--- src/srm_regs.svh ---
/*
  Constants for the stream resource manager: default sizes, operation and
  status codes, report field positions.
  Assumes inclusion by bare name from the package and the design module.
*/
`ifndef SRM_REGS_SVH
`define SRM_REGS_SVH

// default sizes
`define SRM_MAX_STREAMS_DEF   8
`define SRM_NS_NUM_DEF        4
`define SRM_STAMP_W_DEF       16
`define SRM_CNT_W             16
`define SRM_SID_W             16

// operation and namespace codes
`define SRM_OP_RETURN_PARAMS  8'h01
`define SRM_NAMESPACE_IDENTIFIER_BROADCAST    32'hffffffff

// completion status codes
`define SRM_STS_OK            8'h00
`define SRM_STS_INVALID_FIELD 8'h02
`define SRM_STS_ALLOC_FAILED  8'h7f

// subsystem report section, bit positions of the byte fields
`define SRM_RPT_MAX_LSB       0
`define SRM_RPT_AVAIL_LSB     16
`define SRM_RPT_OPEN_LSB      32
`define SRM_RPT_RSVD_LSB      48
`define SRM_RPT_W             128

`endif

--- src/srm_pkg.sv ---
/*
  Types shared by the stream resource manager.
  Assumes srm_regs.svh is on the include path.
*/
`include "srm_regs.svh"

package srm_pkg;
  // completion status of a command
  typedef enum logic [7:0] {
    SRM_OK            = `SRM_STS_OK,
    SRM_INVALID_FIELD = `SRM_STS_INVALID_FIELD,
    SRM_ALLOC_FAILED  = `SRM_STS_ALLOC_FAILED
  } srm_status_t;

  typedef logic [`SRM_CNT_W-1:0] srm_cnt_t;
  typedef logic [`SRM_SID_W-1:0] srm_sid_t;
endpackage

--- src/srm_stream_manager.sv ---
/*
  Stream resource manager: table of open write streams, per-namespace
  exclusive allocations, shared pool accounting, eviction and the
  subsystem part of the parameter report.
  Assumes command strobes come from logic on the same clock, at most one
  command kind per cycle (lower priority ones are ignored), single host.
*/
// Behaviour
// - namespace uses exclusive or shared, never both
// - exclusive allocation caps open streams per namespace
// - reallocation only after whole allocation released
// - unknown identifier on write opens a stream
// - exhausted exclusive allocation evicts same-namespace stream
// - exhausted shared pool evicts any shared stream
// - no shared resources means plain unassociated write
// - directive disable releases namespace streams and allocation
// - format or delete releases affected namespace streams
// - no exclusive and no shared gives 7Fh
// - operation 01h returns parameter report
// - directive specific field ignored for report
// - broadcast namespace zeroes namespace specific fields
// - bytes 1:0 maximum open streams, 15:6 reserved
// - bytes 3:2 shared streams still available
// - bytes 5:4 streams open without allocation
// - each grant reduces shared available count
// - allocation answer reports granted count
// - second allocation for namespace gives invalid field
`timescale 1ns/1ps
`default_nettype none
`include "srm_regs.svh"

module srm_stream_manager #(
  parameter int unsigned MAX_STREAMS = `SRM_MAX_STREAMS_DEF,
  parameter int unsigned NS_NUM      = `SRM_NS_NUM_DEF,
  parameter int unsigned STAMP_W     = `SRM_STAMP_W_DEF,
  localparam int unsigned SW         = (MAX_STREAMS > 1) ? $clog2(MAX_STREAMS) : 1,
  localparam int unsigned NSW        = (NS_NUM > 1) ? $clog2(NS_NUM) : 1
) (
  // clock and reset
  input  wire logic                  i_clk,
  input  wire logic                  i_resetn,
  // write command
  input  wire logic                  i_wr_valid,
  input  wire logic [NSW-1:0]        i_wr_ns,
  input  wire srm_pkg::srm_sid_t     i_wr_sid,
  output logic                       o_wr_done,
  output logic                       o_wr_streamed,
  output logic                       o_wr_evicted,
  output logic [SW-1:0]              o_wr_slot,
  // allocate resources
  input  wire logic                  i_alloc_valid,
  input  wire logic [NSW-1:0]        i_alloc_ns,
  input  wire srm_pkg::srm_cnt_t     i_alloc_count,
  output logic                       o_alloc_done,
  output srm_pkg::srm_status_t       o_alloc_status,
  output srm_pkg::srm_cnt_t          o_alloc_granted,
  // release resources, directive disable, format or delete
  input  wire logic                  i_relres_valid,
  input  wire logic [NSW-1:0]        i_relres_ns,
  input  wire logic                  i_disable_valid,
  input  wire logic [NSW-1:0]        i_disable_ns,
  input  wire logic                  i_format_valid,
  input  wire logic [NS_NUM-1:0]     i_format_ns_mask,
  // parameter report
  input  wire logic                  i_rpt_valid,
  input  wire logic [7:0]            i_rpt_op,
  input  wire logic [31:0]           i_rpt_namespace_identifier,
  input  wire srm_pkg::srm_sid_t     i_rpt_directive_specific_field,
  output logic                       o_rpt_done,
  output srm_pkg::srm_status_t       o_rpt_status,
  output logic [`SRM_RPT_W-1:0]      o_rpt_subsys,
  output srm_pkg::srm_cnt_t          o_rpt_ns_streams_allocated,
  output srm_pkg::srm_cnt_t          o_rpt_ns_open
);

  // ***************************************************************
  // elaboration checks
  // ***************************************************************
  if (MAX_STREAMS < 1 || MAX_STREAMS > 65535 || NS_NUM < 1 || STAMP_W < 2) begin : g_bad
    $error("srm_stream_manager: unsupported parameter values");
  end

  // ***************************************************************
  // state
  // ***************************************************************
  logic [MAX_STREAMS-1:0] ent_vld_q;
  logic [NSW-1:0]         ent_ns_q    [MAX_STREAMS];
  srm_pkg::srm_sid_t      ent_sid_q   [MAX_STREAMS];
  logic [STAMP_W-1:0]     ent_stamp_q [MAX_STREAMS];
  srm_pkg::srm_cnt_t      alloc_q     [NS_NUM];
  logic [STAMP_W-1:0]     stamp_q;

  // one command kind per cycle; format first, report last
  logic cmd_fmt, cmd_dis, cmd_rel, cmd_alloc, cmd_wr, cmd_rpt;
  assign cmd_fmt   = i_format_valid;
  assign cmd_dis   = i_disable_valid & ~cmd_fmt;
  assign cmd_rel   = i_relres_valid & ~cmd_fmt & ~i_disable_valid;
  assign cmd_alloc = i_alloc_valid & ~cmd_fmt & ~i_disable_valid & ~i_relres_valid;
  assign cmd_wr    = i_wr_valid & ~cmd_fmt & ~i_disable_valid & ~i_relres_valid
                     & ~i_alloc_valid;
  assign cmd_rpt   = i_rpt_valid & ~cmd_fmt & ~i_disable_valid & ~i_relres_valid
                     & ~i_alloc_valid & ~i_wr_valid;

  // namespace draws from the shared pool when it holds no allocation
  function automatic logic is_shared(input srm_pkg::srm_cnt_t alloc);
    return alloc == '0;
  endfunction

  // ***************************************************************
  // accounting, derived from the table so it cannot drift
  // ***************************************************************
  srm_pkg::srm_cnt_t sum_alloc, pool_avail, pool_open;
  srm_pkg::srm_cnt_t ns_open [NS_NUM];

  always_comb begin
    sum_alloc = '0;
    pool_open = '0;
    for (int n = 0; n < NS_NUM; n++) begin
      ns_open[n] = '0;
      sum_alloc  = sum_alloc + alloc_q[n];
    end
    for (int e = 0; e < MAX_STREAMS; e++) begin
      if (ent_vld_q[e]) begin
        ns_open[ent_ns_q[e]] = ns_open[ent_ns_q[e]] + 16'h0001;
        if (is_shared(alloc_q[ent_ns_q[e]])) begin
          pool_open = pool_open + 16'h0001;
        end
      end
    end
    pool_avail = 16'(MAX_STREAMS) - sum_alloc;
  end

  // ***************************************************************
  // write lookup: hit, free slot, oldest victims
  // ***************************************************************
  logic                 hit, free_ok, vns_ok, vpool_ok;
  logic [SW-1:0]        hit_idx, free_idx, vns_idx, vpool_idx;
  logic [STAMP_W-1:0]   vns_age, vpool_age;

  always_comb begin
    hit = 1'b0; free_ok = 1'b0; vns_ok = 1'b0; vpool_ok = 1'b0;
    hit_idx = '0; free_idx = '0; vns_idx = '0; vpool_idx = '0;
    vns_age = '0; vpool_age = '0;
    for (int e = 0; e < MAX_STREAMS; e++) begin
      if (!ent_vld_q[e]) begin
        if (!free_ok) begin
          free_ok  = 1'b1;
          free_idx = SW'(e);
        end
      end else begin
        if (ent_ns_q[e] == i_wr_ns && ent_sid_q[e] == i_wr_sid) begin
          hit     = 1'b1;
          hit_idx = SW'(e);
        end
        // age is distance from the running stamp, so wrap is harmless
        if (ent_ns_q[e] == i_wr_ns && (!vns_ok || stamp_q - ent_stamp_q[e] > vns_age)) begin
          vns_ok  = 1'b1;
          vns_idx = SW'(e);
          vns_age = stamp_q - ent_stamp_q[e];
        end
        if (is_shared(alloc_q[ent_ns_q[e]])
            && (!vpool_ok || stamp_q - ent_stamp_q[e] > vpool_age)) begin
          vpool_ok  = 1'b1;
          vpool_idx = SW'(e);
          vpool_age = stamp_q - ent_stamp_q[e];
        end
      end
    end
  end

  // ***************************************************************
  // write decision
  // ***************************************************************
  logic          wr_use, wr_new, wr_evict;
  logic [SW-1:0] wr_slot;
  logic          wr_excl;
  assign wr_excl = !is_shared(alloc_q[i_wr_ns]);

  always_comb begin
    wr_use = 1'b0; wr_new = 1'b0; wr_evict = 1'b0; wr_slot = '0;
    // identifier zero never names a stream
    if (i_wr_sid == '0) begin
      wr_use = 1'b0;
    end else if (hit) begin
      wr_use  = 1'b1;
      wr_slot = hit_idx;
    end else if (wr_excl) begin
      wr_use = 1'b1;
      wr_new = 1'b1;
      if (ns_open[i_wr_ns] < alloc_q[i_wr_ns]) begin
        wr_slot = free_idx;
      end else begin
        wr_slot  = vns_idx;
        wr_evict = 1'b1;
      end
    end else if (pool_avail != '0) begin
      wr_use = 1'b1;
      wr_new = 1'b1;
      if (pool_open < pool_avail && free_ok) begin
        wr_slot = free_idx;
      end else begin
        wr_slot  = vpool_idx;
        wr_evict = 1'b1;
      end
    end
    // otherwise everything is allocated elsewhere: plain write
  end

  // ***************************************************************
  // allocation decision
  // ***************************************************************
  srm_pkg::srm_cnt_t   al_room, al_grant;
  srm_pkg::srm_status_t al_sts;

  always_comb begin
    // room: shared slots not held by other shared namespaces
    al_room  = pool_avail - pool_open + ns_open[i_alloc_ns];
    al_grant = (i_alloc_count < al_room) ? i_alloc_count : al_room;
    al_sts   = srm_pkg::SRM_OK;
    if (!is_shared(alloc_q[i_alloc_ns])) begin
      al_sts   = srm_pkg::SRM_INVALID_FIELD;
      al_grant = '0;
    end else if (al_room == '0 && pool_avail == '0) begin
      al_sts = srm_pkg::SRM_ALLOC_FAILED;
    end
  end

  // ***************************************************************
  // stream table
  // ***************************************************************
  always_ff @(posedge i_clk or negedge i_resetn) begin
    if (!i_resetn) begin
      ent_vld_q <= '0;
      for (int e = 0; e < MAX_STREAMS; e++) begin
        ent_ns_q[e]    <= '0;
        ent_sid_q[e]   <= '0;
        ent_stamp_q[e] <= '0;
      end
    end else begin
      for (int e = 0; e < MAX_STREAMS; e++) begin
        if (cmd_fmt && i_format_ns_mask[ent_ns_q[e]]) begin
          ent_vld_q[e] <= 1'b0;
        end
        if (cmd_dis && ent_ns_q[e] == i_disable_ns) begin
          ent_vld_q[e] <= 1'b0;
        end
        if (cmd_rel && ent_ns_q[e] == i_relres_ns) begin
          ent_vld_q[e] <= 1'b0;
        end
        // shared streams of a namespace go when it gets its own
        if (cmd_alloc && al_sts == srm_pkg::SRM_OK && al_grant != '0
            && ent_ns_q[e] == i_alloc_ns) begin
          ent_vld_q[e] <= 1'b0;
        end
      end
      if (cmd_wr && wr_use) begin
        ent_vld_q[wr_slot]   <= 1'b1;
        ent_ns_q[wr_slot]    <= i_wr_ns;
        ent_sid_q[wr_slot]   <= i_wr_sid;
        ent_stamp_q[wr_slot] <= stamp_q;
      end
    end
  end

  // write recency stamp
  always_ff @(posedge i_clk or negedge i_resetn) begin
    if (!i_resetn) begin
      stamp_q <= '0;
    end else if (cmd_wr && wr_use) begin
      stamp_q <= stamp_q + 1'b1;
    end
  end

  // ***************************************************************
  // exclusive allocations
  // ***************************************************************
  always_ff @(posedge i_clk or negedge i_resetn) begin
    if (!i_resetn) begin
      for (int n = 0; n < NS_NUM; n++) begin
        alloc_q[n] <= '0;
      end
    end else if (cmd_dis) begin
      alloc_q[i_disable_ns] <= '0;
    end else if (cmd_rel) begin
      alloc_q[i_relres_ns] <= '0;
    end else if (cmd_alloc && al_sts == srm_pkg::SRM_OK) begin
      alloc_q[i_alloc_ns] <= al_grant;
    end
  end

  // ***************************************************************
  // answers
  // ***************************************************************
  // write answer
  always_ff @(posedge i_clk or negedge i_resetn) begin
    if (!i_resetn) begin
      o_wr_done     <= 1'b0;
      o_wr_streamed <= 1'b0;
      o_wr_evicted  <= 1'b0;
      o_wr_slot     <= '0;
    end else begin
      o_wr_done     <= cmd_wr;
      o_wr_streamed <= cmd_wr & wr_use;
      o_wr_evicted  <= cmd_wr & wr_use & wr_evict;
      o_wr_slot     <= wr_slot;
    end
  end

  // allocation answer
  always_ff @(posedge i_clk or negedge i_resetn) begin
    if (!i_resetn) begin
      o_alloc_done    <= 1'b0;
      o_alloc_status  <= srm_pkg::SRM_OK;
      o_alloc_granted <= '0;
    end else begin
      o_alloc_done    <= cmd_alloc;
      o_alloc_status  <= al_sts;
      o_alloc_granted <= al_grant;
    end
  end

  // parameter report; the directive specific field is never looked at
  logic rpt_bcast, rpt_ns_ok;
  assign rpt_bcast = i_rpt_namespace_identifier == `SRM_NAMESPACE_IDENTIFIER_BROADCAST;
  assign rpt_ns_ok = i_rpt_namespace_identifier < 32'(NS_NUM);

  always_ff @(posedge i_clk or negedge i_resetn) begin
    if (!i_resetn) begin
      o_rpt_done                 <= 1'b0;
      o_rpt_status               <= srm_pkg::SRM_OK;
      o_rpt_subsys               <= '0;
      o_rpt_ns_streams_allocated <= '0;
      o_rpt_ns_open              <= '0;
    end else begin
      o_rpt_done   <= cmd_rpt;
      o_rpt_status <= (i_rpt_op == `SRM_OP_RETURN_PARAMS && (rpt_bcast || rpt_ns_ok))
                      ? srm_pkg::SRM_OK : srm_pkg::SRM_INVALID_FIELD;
      o_rpt_subsys <= '0;
      o_rpt_subsys[`SRM_RPT_MAX_LSB +: `SRM_CNT_W]   <= 16'(MAX_STREAMS);
      o_rpt_subsys[`SRM_RPT_AVAIL_LSB +: `SRM_CNT_W] <= pool_avail;
      o_rpt_subsys[`SRM_RPT_OPEN_LSB +: `SRM_CNT_W]  <= pool_open;
      if (rpt_ns_ok) begin
        o_rpt_ns_streams_allocated <= alloc_q[NSW'(i_rpt_namespace_identifier)];
        o_rpt_ns_open              <= ns_open[NSW'(i_rpt_namespace_identifier)];
      end else begin
        o_rpt_ns_streams_allocated <= '0;
        o_rpt_ns_open              <= '0;
      end
    end
  end

endmodule
`default_nettype wire

--- config.mk ---
export PLATFORM = sky130hd
export DESIGN_NAME = srm_stream_manager
export DESIGN_NICKNAME = d
export VERILOG_FILES = /design/src/srm_pkg.sv /design/src/srm_stream_manager.sv
export VERILOG_INCLUDE_DIRS = /design/src
export SDC_FILE = /design/constraint.sdc
export NUM_CORES = 2
export LEC_CHECK = 0
export ABC_CLOCK_PERIOD_IN_PS = 27000
export BUFFER_PORTS_ARGS = -buffer_cell sky130_fd_sc_hd__buf_4
export CAP_MARGIN = 20
export CORE_MARGIN = 2
export CORE_UTILIZATION = 30
export CTS_CLUSTER_SIZE = 8
export DETAILED_ROUTE_END_ITERATION = 10
export PLACE_DENSITY = 0.45
export SLEW_MARGIN = 5
export SYNTH_ARGS = -nofsm -noshare
export SYNTH_HDL_FRONTEND = slang
export SYNTH_SLANG_ARGS = --single-unit
export TNS_END_PERCENT = 100
--- constraint.sdc ---
create_clock -name i_clk -period 27 [get_ports i_clk]
set_input_delay 5.4 -clock i_clk [delete_from_list [all_inputs] [get_ports i_clk]]
set_output_delay 5.4 -clock i_clk [all_outputs]
set_load 0.01 [all_outputs]
==> implementation parameters <==
Parameter                              Value

Timing
  Actual slew at the worst max-slew pin ... ~1100 ps
  Worst rel slew slack ... ~25%
  Setup TNS ... 0 ps
  Final clock period utilization by the worst path ... 90.8%
  Pins Over Slew Limit ... 0
  Achievable clock frequency ... 0.0408 GHz
  Final Hold Fails ... 0
  Number of endpoints failing setup at the final stage ... 0
  Max Clock Skew ... approximately 37 ps
  Setup repair after global routing missed its margin ... no
  Post-route minimum period ... 24,530 ps

Floorplanning
  Initial cell density of the core ... 30.3%
  Die span in x ... about 380 µm
  Floorplan row count ... 137
  Overall die area ... 0.144 mm²
  Die span in y ... between 300 and 400 µm
  Number of ports placed on the die boundary ... 308
  Standard cell core area ... 0.140 mm²

Detailed routing
  Final Routed Wirelength ... 137 mm
  Ratio of routed vias to standard cells ... ~5
  Per-cell routed wire length ... ~21 µm
  DRC ... 0
  Post-detailed-route count of antenna-violating nets ... 0
  Number of vias after detailed routing ... about 34k
  1st-iter DRT viols ... 1,943
  First drt pass iteration count ... 5

Yosys
  Average instance area after synthesis ... between 9 and 10 µm²
  Synth warnings ... 0
  Cell type with the largest total area after synthesis ... sky130_fd_sc_hd__dfrtp_1
  #FFs+latches synth ... 436
  Main flop type after synthesis ... sky130_fd_sc_hd__dfrtp_1
  EDFF count, synth ... 0
  Unique cell type count in the Yosys netlist ... 98
  Area of the mapped netlist ... around 0.042 mm²
  Sequential share of the synthesized area ... 25.8%
  Share of the synthesized area in the top cell type ... approximately 26%
  Most frequent cells after synthesis ... sky130_fd_sc_hd__inv_1 (441), sky130_fd_sc_hd__ha_1 (438), sky130_fd_sc_hd__dfrtp_1 (436)
  Most frequent cell after synthesis ... sky130_fd_sc_hd__inv_1
  Synth area leaders ... sky130_fd_sc_hd__dfrtp_1 (26%), sky130_fd_sc_hd__ha_1 (13%), sky130_fd_sc_hd__mux2_2 (7.6%)
  Mapped Cells ... between 4k and 5k
  Fraction of registers with async set/reset ... 100%

Critical path
  R2r startpoint ... stamp_q[0]
  Capture point of the worst path ... ent_stamp_q[84]
  Crit path arrival time ... 25,060 ps
  Biggest cell delay along the critical path ... 640 ps
  Setup Crit Path Kind ... input pin to flop
  Setup slack of the worst register-to-register path ... about 3300 ps
  Critical path capture point type ... flop
  Slowest cell on the critical path ... sky130_fd_sc_hd__or4b_2
  Critical path data required time ... 27,530 ps
  Number of cells on the worst reg-to-reg path ... 90
  Type of origin of the critical path ... input pin
  Worst path most repeated cell ... sky130_fd_sc_hd__a21o_1
  Launching instance or port of the critical path ... i_wr_ns[1]
  Top fanout value on the critical path ... 35
  Crit Reg-Reg Endpoint ... ent_stamp_q[84]

Clock tree
  Number of buffers added by the clock tree synthesis step ... between 60 and 70
  Insertion delay to the later sink of the worst-skew pair ... roughly 700 ps
  Maximum clock path buffer count ... 3
  Cells resized by post-CTS repair ... 0
  TritonCTS clock tree ... yes
  Root buffer cell ... sky130_fd_sc_hd__clkbuf_16
  Post-CTS setup-driven buffer insertion count ... 0
  Depth of the CTS H-tree ... 3
  Clock-pin slew of the registers on the worst-case setup and hold paths ... 50 ps
  Total of hold buffers inserted after clock tree synthesis ... 0
  Clock sink count ... 436

Finish
  Layout fillers ... 14.5k
  Fraction of final layout cells with drive strength greater than 1 ... between 10% and 20%
  Relative area change from synthesis to final layout ... 11.7%
  Final nets ... 5,345
  FF/Latch Area ... between 0.01 and 0.015 mm²
  Combined area of the multi-input logic cells ... 0.0285 mm²

Hold path
  HP Class ... flop to flop

Placement
  Final HPWL from detailed placement ... 107 mm
  IO buf count ... 172
  Placer's final routability congestion estimate ... just under 0.9

GRT
  First-pass GRT wire length ... between 200 and 250 mm
  Overall routing resource usage ... 18.8%
  Vias in the first global route ... 34.1k
  Number of antenna violations at the first check in global routing ... 2
  Gr ovfl total ... 0
  Maximum number of pins on one net before global-route repair ... 77

Run
  Max cap viols ... 0

Run status
  Result of the run ... complete, no violations
[worst max-delay path, delay by kind of cell]
kind / cells / cell delay, ps
AOI/OAI and AO/OA: 41 / 9360
buffers and inverters: 10 / 2720
and+or+nand+nor: 21 / 3920
xor gates and xnor gates: 1 / 170
adders and majority gates: 7 / 2170
muxes: 3 / 1130
[placed cells by master (no fill, tap or decap), drive strengths merged, types with 116 or more instances in the layout]
cell	instances
a21oi	190
buf	241
conb	132
dfrtp	436
ha	438
inv	444
mux2	314
nand2	289
nand3	116
nor2	242
o21ai	173
xnor2	249
xor2	135
[layout make-up]
class / count / share of cell area, %
Antenna cell: 4 / 0.0212
Clock buffer: 83 / 3.85
Clock inverter: 8 / 0.310
Inverter: 447 / 3.55
Multi-Input combinational cell: 3560 / 60.2
Sequential cell: 436 / 23.1
Tap cell: 1876 / 4.97
Timing Repair Buffer: 241 / 3.98
[per-layer routing]
layer  up-vias  global-route usage [%]  wire length [µm]
met5         -                       0                 0
li1      16500                       -                 -
met4         0                    5.02              3490
met1     16700                    26.2             66000
met2       789                    30.3             62100
met3       154                    2.42              5680
[sequential cells by signal, summed over array words and instances (netlist names), 8 cells and up]
signal                      cells
alloc_q                        64
ent_ns_q                       16
ent_sid_q                     128
ent_stamp_q                   128
ent_vld_q                       8
o_alloc_granted                16
o_rpt_ns_open                   8
o_rpt_ns_streams_allocated     16
o_rpt_subsys                   25
stamp_q                        16
[cell families (layout without fill, tap and decap cells)]
logic type | after synthesis | after routing | share of synthesized area, %
buffers and inverters | 785 | 779 | 8.32
adder cells (fa/ha/maj) | 484 | 484 | 15.1
XOR/XNOR | 392 | 392 | 8.42
AND/OR/NAND/NOR | 1180 | 1180 | 14.3
multiplexers | 454 | 454 | 13.4
other | 2 | 136 | 0.0178
flip-flops | 436 | 436 | 25.8
AO/OA/AOI/OAI | 918 | 918 | 14.6
[how the worst min path moves through the flow]
| stage | start | endpoint | slack (ps) | depth (start not counted) |
|---|---|---|---|---|
| floorplan | ent_stamp_q[54] | ent_stamp_q[54] | 460 | 1 |
| global placement | ent_stamp_q[60] | ent_stamp_q[60] | 480 | 1 |
| detailed placement | ent_stamp_q[60] | ent_stamp_q[60] | 480 | 1 |
| CTS | ent_stamp_q[60] | ent_stamp_q[60] | 490 | 1 |
| global route | ent_stamp_q[61] | ent_stamp_q[61] | 500 | 1 |
| finish | ent_stamp_q[60] | ent_stamp_q[60] | 490 | 1 |
[per-stage QoR]
step / hold WS (ps) / worst slack [ps] / instance area [µm²] / instances / util [%]
floorplan: 464 / 3400 / 42800 / 4781 / -
global placement: 475 / 2040 / 45300 / 6560 / 32.4
detailed placement: 482 / 2060 / 45300 / 6560 / 32.4
CTS: 494 / 2730 / 47200 / 6651 / 33.8
global route: 501 / 1210 / 47200 / 6653 / 33.8
finish: 489 / 2470 / 47200 / 6655 / 33.8
Power is left out: the tool's default activity adds up to more than one toggle a clock period on the data nets, which glitch-free logic cannot reach.
